===== src/rtl/peb_consts.vh =====
`ifndef PEB_CONSTS_VH
`define PEB_CONSTS_VH
// ==========================================================
// Register map
`define PEB_OFS_PORT0 8'h80
`define PEB_OFS_PORT1 8'h90
`define PEB_OFS_PORT2 8'ha0
`define PEB_OFS_PORT3 8'hb0
`define PEB_OFS_AUX 8'h8e
`define PEB_OFS_STATUS 8'h8f
`define PEB_PORT_RESET 8'hff
`define PEB_AUX_ALEDIS_BIT 0
// ==========================================================
// Machine cycle timing, in oscillator periods
`define PEB_CYCLE_LEN 4'd12
`define PEB_PH_LAST 4'd11
`define PEB_PH_HALF 4'd6
`define PEB_PH_STROBE 4'd3
`define PEB_PH_CODE_LO 4'd5
`define PEB_PH_DATA_SMP 4'd10
`define PEB_RST_MCYCLES 2
`define PEB_RST_CLKS (`PEB_RST_MCYCLES * 12)
// ==========================================================
// Access kinds
`define PEB_K_FETCH 2'd0
`define PEB_K_XREAD 2'd1
`define PEB_K_XWRITE 2'd2
`define PEB_K_TABLE 2'd3
`endif


===== src/rtl/peb_rst_filter.v =====
`timescale 1ns/10ps
`include "peb_consts.vh"
module peb_rst_filter #(
  parameter HOLD_CLKS = `PEB_RST_CLKS
) (
  input wire sys_clk,
  input wire sys_rst,
  input wire rst_pin,
  output reg device_reset
);
  reg [5:0] cnt_reg;
  // Glitches shorter than two machine cycles never reach the core
  always @(posedge sys_clk or posedge sys_rst) begin
    if (sys_rst) begin
      cnt_reg <= 6'h00;
      device_reset <= 1'b0;
    end else if (!rst_pin) begin
      cnt_reg <= 6'h00;
      device_reset <= 1'b0;
    end else if (cnt_reg < HOLD_CLKS[5:0] - 6'd1) begin
      cnt_reg <= cnt_reg + 6'd1;
    end else begin
      device_reset <= 1'b1;
    end
  end
endmodule


===== src/rtl/peb_qport.v =====
`timescale 1ns/10ps
`include "peb_consts.vh"
module peb_qport #(
  parameter W = 8
) (
  input wire sys_clk,
  input wire sys_rst,
  input wire [W-1:0] latch,
  input wire [W-1:0] alt_out,
  input wire strong_en,
  input wire [W-1:0] strong_val,
  input wire release_all,
  output reg [W-1:0] pin_o,
  output reg [W-1:0] pin_oe
);
  // Pullup is outside: a one leaves the pin undriven and readable
  always @(posedge sys_clk or posedge sys_rst) begin
    if (sys_rst) begin
      pin_o <= {W{1'b0}};
      pin_oe <= {W{1'b0}};
    end else if (release_all) begin
      pin_o <= {W{1'b0}};
      pin_oe <= {W{1'b0}};
    end else if (strong_en) begin
      pin_o <= strong_val;
      pin_oe <= {W{1'b1}};
    end else begin
      pin_o <= {W{1'b0}};
      pin_oe <= ~(latch & alt_out);
    end
  end
endmodule


===== src/rtl/peb_top.v =====
// Chosen here: the address-and-strobe port.
`timescale 1ns/10ps
`include "peb_consts.vh"
module peb_top #(
  parameter RST_HOLD = `PEB_RST_CLKS
) (
  input wire sys_clk,
  input wire sys_rst,
  input wire [7:0] reg_addr,
  input wire [7:0] reg_wdata,
  input wire reg_we,
  input wire reg_re,
  output reg [7:0] reg_rdata,
  input wire cmd_valid,
  input wire [1:0] cmd_kind,
  input wire cmd_wide,
  input wire [15:0] cmd_addr,
  input wire [7:0] cmd_wdata,
  output wire cmd_ready,
  output reg rsp_valid,
  output reg [15:0] rsp_data,
  input wire [7:0] p0_i,
  output reg [7:0] p0_o,
  output reg [7:0] p0_oe,
  input wire [7:0] p1_i,
  output wire [7:0] p1_o,
  output wire [7:0] p1_oe,
  input wire [7:0] p2_i,
  output wire [7:0] p2_o,
  output wire [7:0] p2_oe,
  input wire [7:0] p3_i,
  output wire [7:0] p3_o,
  output wire [7:0] p3_oe,
  input wire ale_i,
  output reg ale_o,
  output reg ale_oe,
  output reg code_read_strobe_n,
  input wire external_fetch_select_n,
  input wire lock_bit_one,
  input wire rst_pin,
  output wire device_reset,
  input wire t2_clock_out,
  input wire serial_txd,
  output wire timer_two_count_input,
  output wire timer_two_trigger_input,
  output wire serial_rxd,
  output wire ext_irq_zero_n,
  output wire ext_irq_one_n,
  output wire timer_zero_input,
  output wire timer_one_input,
  input wire flash_flash_write_pulse_mode,
  input wire flash_verify_mode,
  input wire [7:0] flash_verify_byte,
  output reg [7:0] flash_code_byte,
  output reg [15:0] flash_addr,
  output reg flash_write_stb
);
  // ==========================================================
  // Port latches and ALE disable, plus strap capture and ALE input delay state
  reg [7:0] p0_latch_reg;
  reg [7:0] p1_latch_reg;
  reg [7:0] p2_latch_reg;
  reg [7:0] p3_latch_reg;
  reg aledis_reg;
  reg ea_held_reg;
  reg ea_armed_reg;
  reg ale_i_d_reg;

  // ==========================================================
  // Machine cycle sequencer
  reg [3:0] phase_reg;
  reg [3:0] phase_next;
  reg acc_active_reg;
  reg acc_active_next;
  reg [1:0] acc_kind_reg;
  reg [1:0] acc_kind_next;
  reg acc_wide_reg;
  reg acc_wide_next;
  reg [15:0] acc_addr_reg;
  reg [15:0] acc_addr_next;
  reg [7:0] acc_wdata_reg;
  reg [7:0] acc_wdata_next;
  reg [7:0] code_lo_reg;

  wire flash_mode = flash_flash_write_pulse_mode | flash_verify_mode;
  wire ea_level = lock_bit_one ? ea_held_reg : external_fetch_select_n;
  wire ext_exec = ~ea_level;

  assign cmd_ready = (phase_reg == `PEB_PH_LAST) & ~flash_mode;
  wire cmd_take = cmd_valid & cmd_ready;

  function is_data;
    input [1:0] kind;
    begin
      is_data = (kind == `PEB_K_XREAD) | (kind == `PEB_K_XWRITE);
    end
  endfunction

  function in_range;
    input [3:0] ph;
    input [3:0] lo;
    input [3:0] hi;
    begin
      in_range = (ph >= lo) & (ph <= hi);
    end
  endfunction

  always @* begin
    phase_next = (phase_reg == `PEB_PH_LAST) ? 4'd0 : phase_reg + 4'd1;
    acc_active_next = acc_active_reg;
    acc_kind_next = acc_kind_reg;
    acc_wide_next = acc_wide_reg;
    acc_addr_next = acc_addr_reg;
    acc_wdata_next = acc_wdata_reg;
    if (phase_reg == `PEB_PH_LAST) begin
      acc_active_next = cmd_take;
      if (cmd_take) begin
        acc_kind_next = cmd_kind;
        acc_wide_next = cmd_wide;
        acc_addr_next = cmd_addr;
        acc_wdata_next = cmd_wdata;
      end
    end
  end

  // ==========================================================
  // Bus pin plan for the coming phase
  reg ale_o_next;
  reg ale_oe_next;
  reg code_read_strobe_n_next;
  reg [7:0] p0_o_next;
  reg [7:0] p0_oe_next;
  reg p2_strong_next;
  reg [7:0] p2_val_next;
  reg rd_n_next;
  reg wr_n_next;
  reg [15:0] bus_addr;
  reg data_acc;
  reg bus_on;
  reg second_half;

  always @* begin
    data_acc = acc_active_next & is_data(acc_kind_next);
    bus_on = ~flash_mode & (ext_exec | acc_active_next);
    second_half = phase_next >= `PEB_PH_HALF;
    bus_addr = acc_addr_next;
    if (second_half & ~data_acc) begin
      bus_addr = acc_addr_next + 16'h0001;
    end
    // Two slots per machine cycle give one sixth of the oscillator rate
    ale_o_next = in_range(phase_next, 4'd0, 4'd1) | in_range(phase_next, 4'd6, 4'd7);
    if (data_acc & second_half) begin
      ale_o_next = 1'b0;
    end
    // Left undriven the pin sits on its weak pullup
    ale_oe_next = ~flash_mode & (~aledis_reg | ext_exec | acc_active_next);
    code_read_strobe_n_next = 1'b1;
    if (bus_on & ~data_acc & (ext_exec | acc_active_next)) begin
      code_read_strobe_n_next = ~(in_range(phase_next, 4'd3, 4'd5) | in_range(phase_next, 4'd9, 4'd11));
    end
    rd_n_next = 1'b1;
    wr_n_next = 1'b1;
    if (data_acc & in_range(phase_next, `PEB_PH_STROBE, `PEB_PH_DATA_SMP)) begin
      rd_n_next = acc_kind_next != `PEB_K_XREAD;
      wr_n_next = acc_kind_next != `PEB_K_XWRITE;
    end
    p0_o_next = 8'h00;
    p0_oe_next = ~p0_latch_reg;
    if (flash_flash_write_pulse_mode) begin
      p0_oe_next = 8'h00;
    end else if (flash_verify_mode) begin
      p0_oe_next = ~flash_verify_byte;
    end else if (bus_on) begin
      if (in_range(phase_next, 4'd0, 4'd2) | (~data_acc & in_range(phase_next, 4'd6, 4'd8))) begin
        p0_o_next = bus_addr[7:0];
        p0_oe_next = 8'hff;
      end else if (data_acc & (acc_kind_next == `PEB_K_XWRITE) & (phase_next >= `PEB_PH_STROBE)) begin
        p0_o_next = acc_wdata_next;
        p0_oe_next = 8'hff;
      end else begin
        p0_oe_next = 8'h00;
      end
    end
    p2_strong_next = bus_on & ~(data_acc & ~acc_wide_next);
    p2_val_next = bus_addr[15:8];
  end

  // ==========================================================
  // Sequencer and pin registers
  reg p2_strong_reg;
  reg [7:0] p2_val_reg;

  always @(posedge sys_clk or posedge sys_rst) begin
    if (sys_rst) begin
      phase_reg <= 4'd0;
      acc_active_reg <= 1'b0;
      acc_kind_reg <= `PEB_K_FETCH;
      acc_wide_reg <= 1'b0;
      acc_addr_reg <= 16'h0000;
      acc_wdata_reg <= 8'h00;
      // Phase 0 plan, so the first pulse after reset is full width
      ale_o <= 1'b1;
      ale_oe <= 1'b0;
      code_read_strobe_n <= 1'b1;
      p0_o <= 8'h00;
      p0_oe <= 8'h00;
      p2_strong_reg <= 1'b0;
      p2_val_reg <= 8'h00;
    end else begin
      phase_reg <= phase_next;
      acc_active_reg <= acc_active_next;
      acc_kind_reg <= acc_kind_next;
      acc_wide_reg <= acc_wide_next;
      acc_addr_reg <= acc_addr_next;
      acc_wdata_reg <= acc_wdata_next;
      ale_o <= ale_o_next;
      ale_oe <= ale_oe_next;
      code_read_strobe_n <= code_read_strobe_n_next;
      p0_o <= p0_o_next;
      p0_oe <= p0_oe_next;
      p2_strong_reg <= p2_strong_next;
      p2_val_reg <= p2_val_next;
    end
  end

  // ==========================================================
  // Read data capture
  always @(posedge sys_clk or posedge sys_rst) begin
    if (sys_rst) begin
      code_lo_reg <= 8'h00;
      rsp_valid <= 1'b0;
      rsp_data <= 16'h0000;
    end else begin
      rsp_valid <= 1'b0;
      if (acc_active_reg & ~is_data(acc_kind_reg) & (phase_reg == `PEB_PH_CODE_LO)) begin
        code_lo_reg <= p0_i;
      end
      if (acc_active_reg & (acc_kind_reg == `PEB_K_XREAD) & (phase_reg == `PEB_PH_DATA_SMP)) begin
        code_lo_reg <= p0_i;
      end
      if (acc_active_reg & (phase_reg == `PEB_PH_LAST)) begin
        rsp_valid <= 1'b1;
        if (is_data(acc_kind_reg)) begin
          rsp_data <= {8'h00, code_lo_reg};
        end else begin
          rsp_data <= {p0_i, code_lo_reg};
        end
      end
    end
  end

  // ==========================================================
  // Quasi-bidirectional ports
  wire [7:0] p1_alt = {7'h7f, t2_clock_out};
  // Strobes fed from the plan, so the port flop puts them in phase
  wire [7:0] p3_alt = {rd_n_next, wr_n_next, 4'hf, serial_txd, 1'b1};

  peb_qport #(.W(8)) u_port1 (
    .sys_clk(sys_clk),
    .sys_rst(sys_rst),
    .latch(p1_latch_reg),
    .alt_out(p1_alt),
    .strong_en(1'b0),
    .strong_val(8'h00),
    .release_all(flash_mode),
    .pin_o(p1_o),
    .pin_oe(p1_oe)
  );

  peb_qport #(.W(8)) u_port2 (
    .sys_clk(sys_clk),
    .sys_rst(sys_rst),
    .latch(p2_latch_reg),
    .alt_out(8'hff),
    .strong_en(p2_strong_reg),
    .strong_val(p2_val_reg),
    .release_all(flash_mode),
    .pin_o(p2_o),
    .pin_oe(p2_oe)
  );

  peb_qport #(.W(8)) u_port3 (
    .sys_clk(sys_clk),
    .sys_rst(sys_rst),
    .latch(p3_latch_reg),
    .alt_out(p3_alt),
    .strong_en(1'b0),
    .strong_val(8'h00),
    .release_all(1'b0),
    .pin_o(p3_o),
    .pin_oe(p3_oe)
  );

  assign timer_two_count_input = p1_i[0];
  assign timer_two_trigger_input = p1_i[1];
  assign serial_rxd = p3_i[0];
  assign ext_irq_zero_n = p3_i[2];
  assign ext_irq_one_n = p3_i[3];
  assign timer_zero_input = p3_i[4];
  assign timer_one_input = p3_i[5];

  peb_rst_filter #(.HOLD_CLKS(RST_HOLD)) u_rst (
    .sys_clk(sys_clk),
    .sys_rst(sys_rst),
    .rst_pin(rst_pin),
    .device_reset(device_reset)
  );

  // ==========================================================
  // Register port; pins are read, not latches, so inputs show
  always @(posedge sys_clk or posedge sys_rst) begin
    if (sys_rst) begin
      p0_latch_reg <= `PEB_PORT_RESET;
      p1_latch_reg <= `PEB_PORT_RESET;
      p2_latch_reg <= `PEB_PORT_RESET;
      p3_latch_reg <= `PEB_PORT_RESET;
      aledis_reg <= 1'b0;
      reg_rdata <= 8'h00;
    end else begin
      reg_rdata <= 8'h00;
      if (reg_we) begin
        if (reg_addr == `PEB_OFS_PORT0) begin
          p0_latch_reg <= reg_wdata;
        end else if (reg_addr == `PEB_OFS_PORT1) begin
          p1_latch_reg <= reg_wdata;
        end else if (reg_addr == `PEB_OFS_PORT2) begin
          p2_latch_reg <= reg_wdata;
        end else if (reg_addr == `PEB_OFS_PORT3) begin
          p3_latch_reg <= reg_wdata;
        end else if (reg_addr == `PEB_OFS_AUX) begin
          aledis_reg <= reg_wdata[`PEB_AUX_ALEDIS_BIT];
        end
      end
      if (reg_re) begin
        if (reg_addr == `PEB_OFS_PORT0) begin
          reg_rdata <= p0_i;
        end else if (reg_addr == `PEB_OFS_PORT1) begin
          reg_rdata <= p1_i;
        end else if (reg_addr == `PEB_OFS_PORT2) begin
          reg_rdata <= p2_i;
        end else if (reg_addr == `PEB_OFS_PORT3) begin
          reg_rdata <= p3_i;
        end else if (reg_addr == `PEB_OFS_AUX) begin
          reg_rdata <= {7'h00, aledis_reg};
        end else if (reg_addr == `PEB_OFS_STATUS) begin
          reg_rdata <= {4'h0, flash_mode, acc_active_reg, ext_exec, ea_level};
        end
      end
    end
  end

  // ==========================================================
  // Strap capture and flash programming
  // Strap is taken on the first edge after release, not under reset
  always @(posedge sys_clk or posedge sys_rst) begin
    if (sys_rst) begin
      ea_held_reg <= 1'b1;
      ea_armed_reg <= 1'b1;
    end else if (ea_armed_reg) begin
      ea_held_reg <= external_fetch_select_n;
      ea_armed_reg <= 1'b0;
    end
  end

  always @(posedge sys_clk or posedge sys_rst) begin
    if (sys_rst) begin
      ale_i_d_reg <= 1'b1;
      flash_code_byte <= 8'h00;
      flash_addr <= 16'h0000;
      flash_write_stb <= 1'b0;
    end else begin
      ale_i_d_reg <= ale_i;
      flash_write_stb <= 1'b0;
      if (flash_mode) begin
        flash_addr <= {p2_i, p1_i};
      end
      if (flash_flash_write_pulse_mode & ale_i_d_reg & ~ale_i) begin
        flash_code_byte <= p0_i;
        flash_write_stb <= 1'b1;
      end
    end
  end
endmodule


===== config.mk =====
export PLATFORM = sky130hd
export DESIGN_NAME = peb_top
export DESIGN_NICKNAME = d
export VERILOG_FILES = /design/src/rtl/peb_rst_filter.v /design/src/rtl/peb_qport.v /design/src/rtl/peb_top.v
export VERILOG_INCLUDE_DIRS = /design/src /design/src/rtl
export SDC_FILE = /design/constraint.sdc
export NUM_CORES = 1
export LEC_CHECK = 0
export BUFFER_PORTS_ARGS = -buffer_cell sky130_fd_sc_hd__buf_2
export CELL_PAD_IN_SITES_DETAIL_PLACEMENT = 1
export CELL_PAD_IN_SITES_GLOBAL_PLACEMENT = 1
export CORE_ASPECT_RATIO = 0.75
export CORE_MARGIN = 5
export CORE_UTILIZATION = 40
export CTS_CLUSTER_DIAMETER = 200
export CTS_CLUSTER_SIZE = 10
export DETAILED_ROUTE_END_ITERATION = 16
export PLACE_DENSITY = 0.85
export SLEW_MARGIN = 5
export SYNTH_ARGS = -nofsm -noshare
export SYNTH_HDL_FRONTEND = slang
export SYNTH_SLANG_ARGS = --single-unit

===== constraint.sdc =====
create_clock -name sys_clk -period 9.9 [get_ports sys_clk]
set_input_delay 2.475 -clock sys_clk [delete_from_list [all_inputs] [get_ports sys_clk]]
set_output_delay 2.475 -clock sys_clk [all_outputs]
set_load 0.005 [all_outputs]

==> results.md, run 1 <==
* Outcome: finished clean
* Chip Width at 176.9 um
* DR pass1 iterations at 4
* Post-synth EDFFs at 0
* Crit. End Element: flip-flop
* Largest cells by area after synthesis: dfrtp_1 (47%), dfstp_2 (12%), mux2_2 (9.4%)
* Post-CTS setup buffer count at 0
* Non-filler cells, final at approximately 1200
* Total negative setup slack at 0 ns
* Area after DPL at 9547 sq um
* H-tree levels at 4
* Number of global-route vias before repair at ~6400
* Root buf cell: clkbuf_16
* Synth unique cells at 60
* Core footprint at 20380 sq um
* IO Count at ~220
* Top FF cell, synth: dfrtp_1
* Placed Cells at approximately 1200
* Post-Synthesis Cells at 720
* P_int at approximately 1.3 mW
* Switching share of power at a little over a quarter
* Seq. cell area at about 5000 sq um
* Final setup fails at 0
* GP Congestion at between 0.8 and 0.9
* Slew headroom at a little over a quarter
* Cell taking the most area after synthesis: dfrtp_1
* Leak at between 5 and 6 nW
* Row cnt at 45
* Asr flop ratio synth at 100.0%
* WL met3 at between 1000 and 1500 um
* End point of the critical path: p0_oe[0]
* Proportion of layout cells with a drive suffix above 1 at between 30% and 40%
* Metal2 WL at roughly 11000 um
* Post-route cell area at between 10000 and 15000 sq um
* RSZ-0062 raised after global routing: false
* Area growth syn-to-layout at 21.19%
* HPWL Detailed at ~17000 um
* Sequential share of the synthesized area at approximately 58%
* Reg2Reg Depth at 11
* CTS tree: yes
* Cts bufs inserted at 17
* Sw Pwr at 0.4576 mW
* Nets at roughly 1000
* Post-place setup slack at roughly 3 ns
* Logic pwr share at just over 10%
* Worst path arrival time at 6.72 ns
* Clock power share at roughly two fifths
* Hold Vio Cnt, Final at 0
* WL met1 at about 11000 um
* Initial core utilization at about two fifths
* Fillers at between 2000 and 2500
* Grt ovf at 0
* Reg power frac at around half
* Largest net degree at the start of global routing at roughly 130
* Req. time, crit path at between 10 and 15 ns
* Total Wirelength at between 20000 and 25000 um
* Number of clock sinks at slightly below 200
* Highest Signal Layer: met4
* CP Class: input port to flip-flop
* Total power at between 1.5 and 2 mW
* Synth Cell Area at ~8400 sq um
* Worst-path clk slew at approximately 0.07 ns
* #FFs+latches synth at approximately 190
* Hold-fix buffers, CTS at 0
* Crit path time final at about 6.5 ns
* DR WL/cell at slightly below 20 um
* Max Root-Sink Buffers at 2
* PwrDens at 171.8 nW/um^2
* DRC violations left at 0
* GRT Util Overall at approximately a fifth
* CP Max Fanout at 26
* Resize count post-CTS at 0
* Worst vdd ir at between 0.1 and 0.15 mV
* Yosys synthesis warning count at 0
* Multi-input gate area at 3134 sq um
* Final Cycle Share at roughly 65%
* FF-to-FF setup slack at between 5 and 6 ns
* Worst skew pair latency at 0.43 ns
* Final setup margin at between 3 and 4 ns
* Synthesized area per cell at approximately 12 sq um
* Initial DRC Count at 329
* Vias at roughly 6100
* Global-route wire length before repair at about 37000 um
* Clk_skew at between 0.01 and 0.015 ns
* R2R Path Start: phase_reg[0]
* Origin of the worst setup path: flash_verify_mode
* Initial antenna violation count at 0
* Max-slew violation count at 0
* Antenna Nets Post-Route at 0
* Die span in y at around 140 um
* FMAX at between 0.15 and 0.2 GHz
* Final hold slack at 0.4386 ns
* Die ar. at around 24000 sq um
* # port buffers at between 200 and 250
* Slew @ Worst Pin at 1.108 ns
* CP Launch Type: input port
* RR Endpoint: p0_oe[0]
* Via/cell ratio at slightly above 5
* Core Util, Final at roughly half
* Tightest Hold Check Type: flip-flop to flip-flop
* WHS Path Cells at 1
* Share of the synthesized area in the top cell type at between 40% and 50%
* Maxcap violations at 0
-- worst max-delay path: stages --
cell,delay (ns)
buf_2,0.21
nor2_2,0.89
nand3_2,0.23
mux2_2,0.36
ha_1,0.33
or4b_1,0.50
mux2_2,0.34
nand3_2,0.12
o221ai_2,0.27
o21ai_1,0.79
a221oi_1,0.20
-- power groups by stage --
| stage | Combinational, mW | Sequential (mW) | Clock [mW] |
|---|---|---|---|
| floorplan | 0.0940 | 0.882 | 0 |
| global placement | 0.173 | 0.883 | 0 |
| detailed placement | 0.180 | 0.886 | 0 |
| CTS | 0.182 | 0.872 | 0.707 |
| global route | 0.198 | 0.877 | 0.743 |
| finish | 0.179 | 0.871 | 0.691 |
-- layer usage --
layer	GRT usage (%)	vias to the layer above
met4	5.584	0
li1	-	2820
met3	3.544	19
met2	31.70	157
met1	28.20	3109
met5	0	-
-- synthesized netlist by cell type (all sizes together) (4+ instances only) --
cell	instances
dfrtp	156
nand2	110
mux2	70
nor2	43
dfstp	37
buf	33
inv	31
o21ai	25
mux2i	24
clkbuf	18
a21oi	17
and3	17
nand3	13
nand3b	11
xnor2	11
ha	10
nand2b	9
a221oi	8
and2	7
nor3	5
o211ai	5
o22ai	5
xor2	5
and4	4
mux4	4
o21a	4
-- logic make-up (layout without fill, tap and decap cells) --
logic type | count (synthesis) | after routing | synth area share (%)
and+or+nand+nor | 235 | 235 | 13.62
adders and majority gates | 10 | 10 | 1.497
muxes | 98 | 98 | 13.38
DFF | 193 | 193 | 58.33
other | 1 | 18 | 0.04486
buffers and inverters | 83 | 273 | 4.954
xor gates and xnor gates | 16 | 16 | 1.676
AOI/OAI and AO/OA | 84 | 84 | 6.496
-- final cells by class --
cell class / instances / area share [%]
Clock buffer: 18 / 4.335
Multi-Input combinational cell: 460 / 30.94
Clock inverter: 14 / 1.408
Antenna cell: 1 / 0.02470
Tap cell: 282 / 3.483
Timing Repair Buffer: 209 / 10.42
Sequential cell: 193 / 48.13
Inverter: 32 / 1.260
-- how the worst min path moves through the flow --
stage                        end  slack [ns]             from
2_1_floorplan  u_port3.pin_oe[0]        0.41  p3_latch_reg[0]
4_1_cts        u_port3.pin_oe[2]        0.44  p3_latch_reg[2]
3_5_place_dp   u_port3.pin_oe[5]        0.42  p3_latch_reg[5]
3_3_place_gp   u_port3.pin_oe[0]        0.42  p3_latch_reg[0]
6_report       u_port3.pin_oe[2]        0.44  p3_latch_reg[2]
5_1_grt        u_port3.pin_oe[2]        0.46  p3_latch_reg[2]
-- placed cells by master, fill, tap and decap left out, types with 17 or more instances in the layout --
cell type and instances:
mux2i_1 24, buf_2 205, a21oi_1 17, nand2_1 110
mux2_2 70, nor2_1 41, dfstp_2 37, dfrtp_1 156
o21ai_0 23, clkbuf_16 17, and3_1 17, inv_1 30
conb_1 17
Note: power is estimated with default switching activity, not from simulation.
==> run 2: changes to the inputs <==
- CORE_UTILIZATION: 40 -> 37
- PLACE_DENSITY: 0.85 -> 0.83
- clock period: 9.9 -> 5.35 ns (I/O delays scaled with it)
==> run 2 against run 1 <==
Register-to-register slack lost 4.6 ns. Global-route usage fell by 1.2 points. Clock skew increased by 0.0031 ns. Combinational power rose by 84%. Count of clock-buffer cells in the layout stayed put. Flip-flop and latch count did not move. Utilization fell by 3.9 points. Sequential power increased by 85%. Via count is 0.69% lower. Critical path type is now flip-flop to flip-flop. Critical endpoint is now p0_oe[3].
==> results.md, run 2 (synthesis results as in run 1) <==
* Outcome: finished clean
* Core footprint at 22170 sq um
* Final Cycle Share at 88.06%
* Switching share of power at between 20% and 30%
* Area after DPL at 9570 sq um
* HPWL Detailed at about 18000 um
* Req. time, crit path at roughly 5.6 ns
* P_int at between 2 and 2.5 mW
* Initial core utilization at a little under two fifths
* Vias at 6063
* GRT Util Overall at a little under a fifth
* CTS tree: yes
* Cts bufs inserted at 17
* Worst-path clk slew at approximately 0.080 ns
* Largest net degree at the start of global routing at between 150 and 200
* Post-route cell area at approximately 10000 sq um
* Slew @ Worst Pin at 1.165 ns
* Initial antenna violation count at 2
* Resize count post-CTS at 0
* Maxcap violations at 0
* Proportion of layout cells with a drive suffix above 1 at roughly 39%
* Multi-input gate area at 3134 sq um
* # port buffers at between 200 and 250
* Row cnt at 47
* Seq. cell area at ~4900 sq um
* Global-route wire length before repair at approximately 37000 um
* Clk_skew at around 0.013 ns
* Worst vdd ir at roughly 0.21 mV
* Leak at between 5 and 6 nW
* Hold Vio Cnt, Final at 0
* FMAX at approximately 0.21 GHz
* Max Root-Sink Buffers at 2
* Die ar. at ~26000 sq um
* Final setup fails at 0
* Grt ovf at 0
* Number of global-route vias before repair at roughly 6500
* Most frequent cells in the layout: buf_2 (205), dfrtp_1 (156), nand2_1 (110), mux2_2 (70), nor2_1 (41)
* DR WL/cell at 19.50 um
* Via/cell ratio at roughly 5
* CP Max Fanout at 13
* Root buf cell: clkbuf_16
* Area growth syn-to-layout at 21.42%
* Total power at 3.194 mW
* Slew headroom at 22.31%
* Clock power share at 39.2%
* Nets at roughly 1000
* Max-slew violation count at 0
* CP Class: flip-flop to flip-flop
* Hold-fix buffers, CTS at 0
* Post-CTS setup buffer count at 0
* Chip Width at approximately 180 um
* RSZ-0062 raised after global routing: false
* PwrDens at between 300 and 400 nW/um^2
* DRC violations left at 0
* Most common cell after layout, fill and taps aside: buf_2
* Crit. End Element: flip-flop
* DR pass1 iterations at 4
* GP Congestion at between 0.8 and 0.9
* Final hold slack at between 0.4 and 0.5 ns
* Reg power frac at between 50% and 60%
* Antenna Nets Post-Route at 0
* Initial DRC Count at between 300 and 400
* Number of clock sinks at just under 200
* Crit path time final at about 4.7 ns
* Worst skew pair latency at 0.44 ns
* Total negative setup slack at 0 ns
* Fillers at between 2000 and 2500
* Logic pwr share at 10.3%
* CP Launch Type: flip-flop
* H-tree levels at 4
* IO Count at 222
* Total Wirelength at around 24000 um
* Tightest Hold Check Type: flip-flop to flip-flop
* Die span in y at 140.2 um
* Worst path arrival time at 4.96 ns
* Sw Pwr at 0.8679 mW
==> run 2: cell count changes in the layout (fill, tap and decap cells not counted) <==
cell / change
clkinv_8: +3
buf_12: +1
buf_4: -1
bufinv_16: -1
clkbuf_1: +1
clkbuf_8: -1
clkinv_2: -1
clkinvlp_4: +1
inv_6: -1
inv_8: -1
==> run 2: stage by stage <==
stage,util (%),instances,setup slack (ns)
finish,45.78,1221,0.6388
global route,45.78,1221,0.3679
CTS,45.77,1220,0.6997
detailed placement,43.17,1188,0.3855
global placement,43.17,1188,0.5507
floorplan,-,736,0.7933
==> run 2: worst max-delay path: stages, from the launching register on <==
cell      delay [ns]
dfrtp_1         0.51
ha_1            0.49
and3b_1         0.42
nand3_2         0.16
mux2_2          0.32
ha_1            0.33
or4b_1          0.52
mux2_2          0.34
nand3_2         0.12
o221ai_2        0.27
o21ai_1         0.83
a221oi_1        0.20
==> run 2: metal layers <==
layer  routed length (um)  up-vias  GRT usage, %
met4                  268        0         4.506
met5                    0        -             0
met3                 1108       19         4.121
met1                11110     3109         26.10
met2                11320      134         29.81
li1                     -     2801             -
==> run 2: final timing paths <==
check                           slack (ns)           endpoint  depth (start not counted)             from
worst min register to register        0.43  u_port3.pin_oe[0]                          1  p3_latch_reg[0]
worst max register to register        0.64           p0_oe[3]                         11     phase_reg[0]
worst max-delay path                  0.64           p0_oe[3]                         11     phase_reg[0]
worst min-delay path                  0.43  u_port3.pin_oe[0]                          1  p3_latch_reg[0]
min in group asynchronous             1.07     flash_addr[11]                          3          sys_rst
max in group asynchronous             3.34       rsp_data[12]                          3          sys_rst
==> run 2: power groups by stage <==
stage	Sequential, mW	Combinational (mW)	Clock (mW)
final	1.61	0.330	1.25
after floorplan	1.63	0.174	0
after global placement	1.63	0.321	0
after detailed placement	1.64	0.334	0
after global routing	1.62	0.369	1.35
after CTS	1.61	0.337	1.28
==> run 2: area by class of cell <==
cell class / instances / area share [%]
clock buffer: 18 / 4.228
sequential: 193 / 48.04
clock inverter: 14 / 1.455
tap: 294 / 3.624
inverter: 32 / 1.220
antenna: 1 / 0.02465
timing repair buffer: 209 / 10.53
multi-input combinational: 460 / 30.88
==> run 3: changes to the inputs <==
- ABC_AREA: default -> 1
- CORE_UTILIZATION: 37 -> 35
- PLACE_DENSITY: 0.83 -> 0.82
==> run 3 against run 2 <==
Sequential share of layout area shrank 0.86 points. Cell count grew 21%. Global-route usage grew 0.98 points. Sequential power is essentially flat. First-iteration DRC count grew 15%. Utilization shrank 2.6 points. Clock skew grew 0.0083 ns. Highest routed layer is now met5.
==> results.md, run 3 <==
* Crit. End Element: flip-flop
* Core footprint at between 20000 and 25000 sq um
* Asr flop ratio synth at 100.0%
* CP Max Fanout at 40
* Worst skew pair latency at between 0.4 and 0.5 ns
* Outcome: finished clean
* P_int at ~2.5 mW
* Initial DRC Count at between 300 and 400
* # port buffers at just over 200
* Resize count post-CTS at 0
* Post-synth EDFFs at 0
* CTS tree: yes
* Clk_skew at roughly 0.022 ns
* Most frequent cells in the layout: nand2_1 (308), buf_2 (205), dfrtp_1 (156), inv_1 (108), o21ai_0 (78)
* Synthesized area per cell at between 8 and 9 sq um
* Count leader, synth: nand2_1
* Initial antenna violation count at 3
* Number of clock sinks at 193
* Root buf cell: clkbuf_16
* Top FF cell, synth: dfrtp_1
* Vias at slightly above 7000
* Post-route cell area at between 10000 and 15000 sq um
* GRT Util Overall at approximately 20%
* Leak at 5.530 nW
* Worst-path clk slew at 0.07 ns
* #FFs+latches synth at roughly 190
* IO Count at roughly 220
* Most common cell after layout, fill and taps aside: nand2_1
* Switching share of power at around a quarter
* Fillers at between 2000 and 3000
* FMAX at about 0.25 GHz
* RSZ-0062 raised after global routing: false
* H-tree levels at 4
* Req. time, crit path at roughly 5.7 ns
* Grt ovf at 0
* Synth Cell Area at between 8000 and 9000 sq um
* CP Launch Type: input port
* Total power at 3.328 mW
* DR pass1 iterations at 4
* Largest net degree at the start of global routing at 80
* Post-Synthesis Cells at 956
* Hold-fix buffers, CTS at 0
* Final hold slack at roughly 0.43 ns
* Slew @ Worst Pin at 1.132 ns
* Max-slew violation count at 0
* Via/cell ratio at 4.771
* Nets at ~1300
* Non-filler cells, final at 1475
* Antenna Nets Post-Route at 0
* PwrDens at ~320 nW/um^2
* Chip Width at between 150 and 200 um
* Synth unique cells at between 40 and 50
* Die span in y at 144.7 um
* Final setup margin at 1.281 ns
* CP Class: input port to flip-flop
* Post-CTS setup buffer count at 0
* Number of global-route vias before repair at between 7000 and 8000
* Hold Vio Cnt, Final at 0
* Maxcap violations at 0
* Share of the synthesized area in the top cell type at 46.10%
* Placed Cells at ~1400
* Total Wirelength at approximately 26000 um
* FF-to-FF setup slack at 1.88 ns
* Area growth syn-to-layout at 22.04%
* Reg2Reg Depth at 18
* Post-place setup slack at approximately 0.9 ns
* Logic pwr share at between 10% and 20%
* Tightest Hold Check Type: flip-flop to flip-flop
* Total negative setup slack at 0 ns
* Die ar. at around 27000 sq um
* HPWL Detailed at approximately 20000 um
* Row cnt at 49
* Max Root-Sink Buffers at 2
* Clock power share at 40.6%
* Cell taking the most area after synthesis: dfrtp_1
* Sequential share of the synthesized area at ~58%
* Worst path arrival time at around 4.4 ns
* Commonest cells post-synth: nand2_1 (308), dfrtp_1 (156), inv_1 (109), o21ai_0 (78), nor2_1 (48)
* Crit path time final at 4.069 ns
* Largest cells by area after synthesis: dfrtp_1 (46%), nand2_1 (14%), dfstp_2 (11%)
* Yosys synthesis warning count at 0
* Reg power frac at about half
* Proportion of layout cells with a drive suffix above 1 at ~28%
* DR WL/cell at 17.74 um
* Slew headroom at around 24%
* Final setup fails at 0
* Sw Pwr at slightly below 0.9 mW
* Area after DPL at between 9000 and 10000 sq um
* GP Congestion at approximately 0.89
* Global-route wire length before repair at 41830 um
* DRC violations left at 0
* Cts bufs inserted at 17
* WHS Path Cells at 1
* Initial core utilization at ~35%
* Core Util, Final at between 40% and 50%
* Worst vdd ir at 0.2162 mV
* Final Cycle Share at ~76%
==> run 3: changes by cell type after synthesis, moves of 9 or more <==
| cell | before | now |
|---|---|---|
| nand2_1 | 110 | 308 |
| inv_1 | 31 | 109 |
| mux2_2 | 70 | 0 |
| o21ai_0 | 23 | 78 |
| nand3_1 | 11 | 45 |
| mux2i_1 | 24 | 0 |
| and3_1 | 17 | 0 |
| a21oi_1 | 17 | 31 |
| nand2_2 | 0 | 11 |
| xnor2_1 | 11 | 1 |
| nand2b_1 | 9 | 0 |
| nand3b_1 | 10 | 1 |
==> run 3: power by group through the flow <==
| stage | clock network [mW] | registers (mW) | logic, mW |
|---|---|---|---|
| 2_1_floorplan | 0 | 1.64 | 0.191 |
| 3_3_place_gp | 0 | 1.65 | 0.341 |
| 3_5_place_dp | 0 | 1.65 | 0.353 |
| 4_1_cts | 1.39 | 1.63 | 0.356 |
| 5_1_grt | 1.46 | 1.64 | 0.400 |
| 6_report | 1.35 | 1.63 | 0.349 |
==> run 3: critical path: stages <==
cell and delay [ns]:
buf_2 0.18, clkinv_2 0.15, nand2_4 0.28, nor3_4 0.58, o21ai_0 0.23, inv_1 0.12
ha_1 0.23, inv_1 0.05, nand3_1 0.14, nand2_2 0.15, inv_1 0.08, nand2_1 0.10
nand2_1 0.24, inv_2 0.19, nand2_1 0.08, nand2_1 0.07, inv_1 0.05, nand2_1 0.07
inv_1 0.05
==> run 3: path summary, 6_finish.rpt <==
path / from / end
max: flash_verify_mode / p0_o[6]
min: p3_latch_reg[0] / u_port3.pin_oe[0]
max reg2reg: phase_reg[1] / p0_o[6]
min reg2reg: p3_latch_reg[0] / u_port3.pin_oe[0]
max in group asynchronous: sys_rst / p3_latch_reg[0]
min in group asynchronous: sys_rst / acc_wdata_reg[5]
==> run 3: kinds of logic after synthesis <==
kind of cell / share of synthesized area, %
fa+ha+maj: 1.478
buf+inv: 8.658
simple gates: 23.52
other cells: 0.04428
flops: 57.58
compound gates: 8.200
xor+xnor: 0.5171
==> run 3: per-layer routing <==
metal	share of wire (%)	vias up	track usage, %
li1	-	3364	-
met1	46	3450	26.52
met2	47	198	32.17
met3	5.9	21	5.564
met4	0.94	4	4.072
met5	0.099	-	0
==> run 3: final cells by class <==
cell class              instances  area [sq um]  area share, %
inverters                     117         444.2          4.298
clock inverters                13         171.4          1.659
clock buffers                  19         442.9          4.286
repair buffers                211          1096          10.61
multi-input cells             615          2919          28.24
diodes                          1         2.502        0.02421
flip-flops and latches        193          4876          47.18
well taps                     306         382.9          3.705
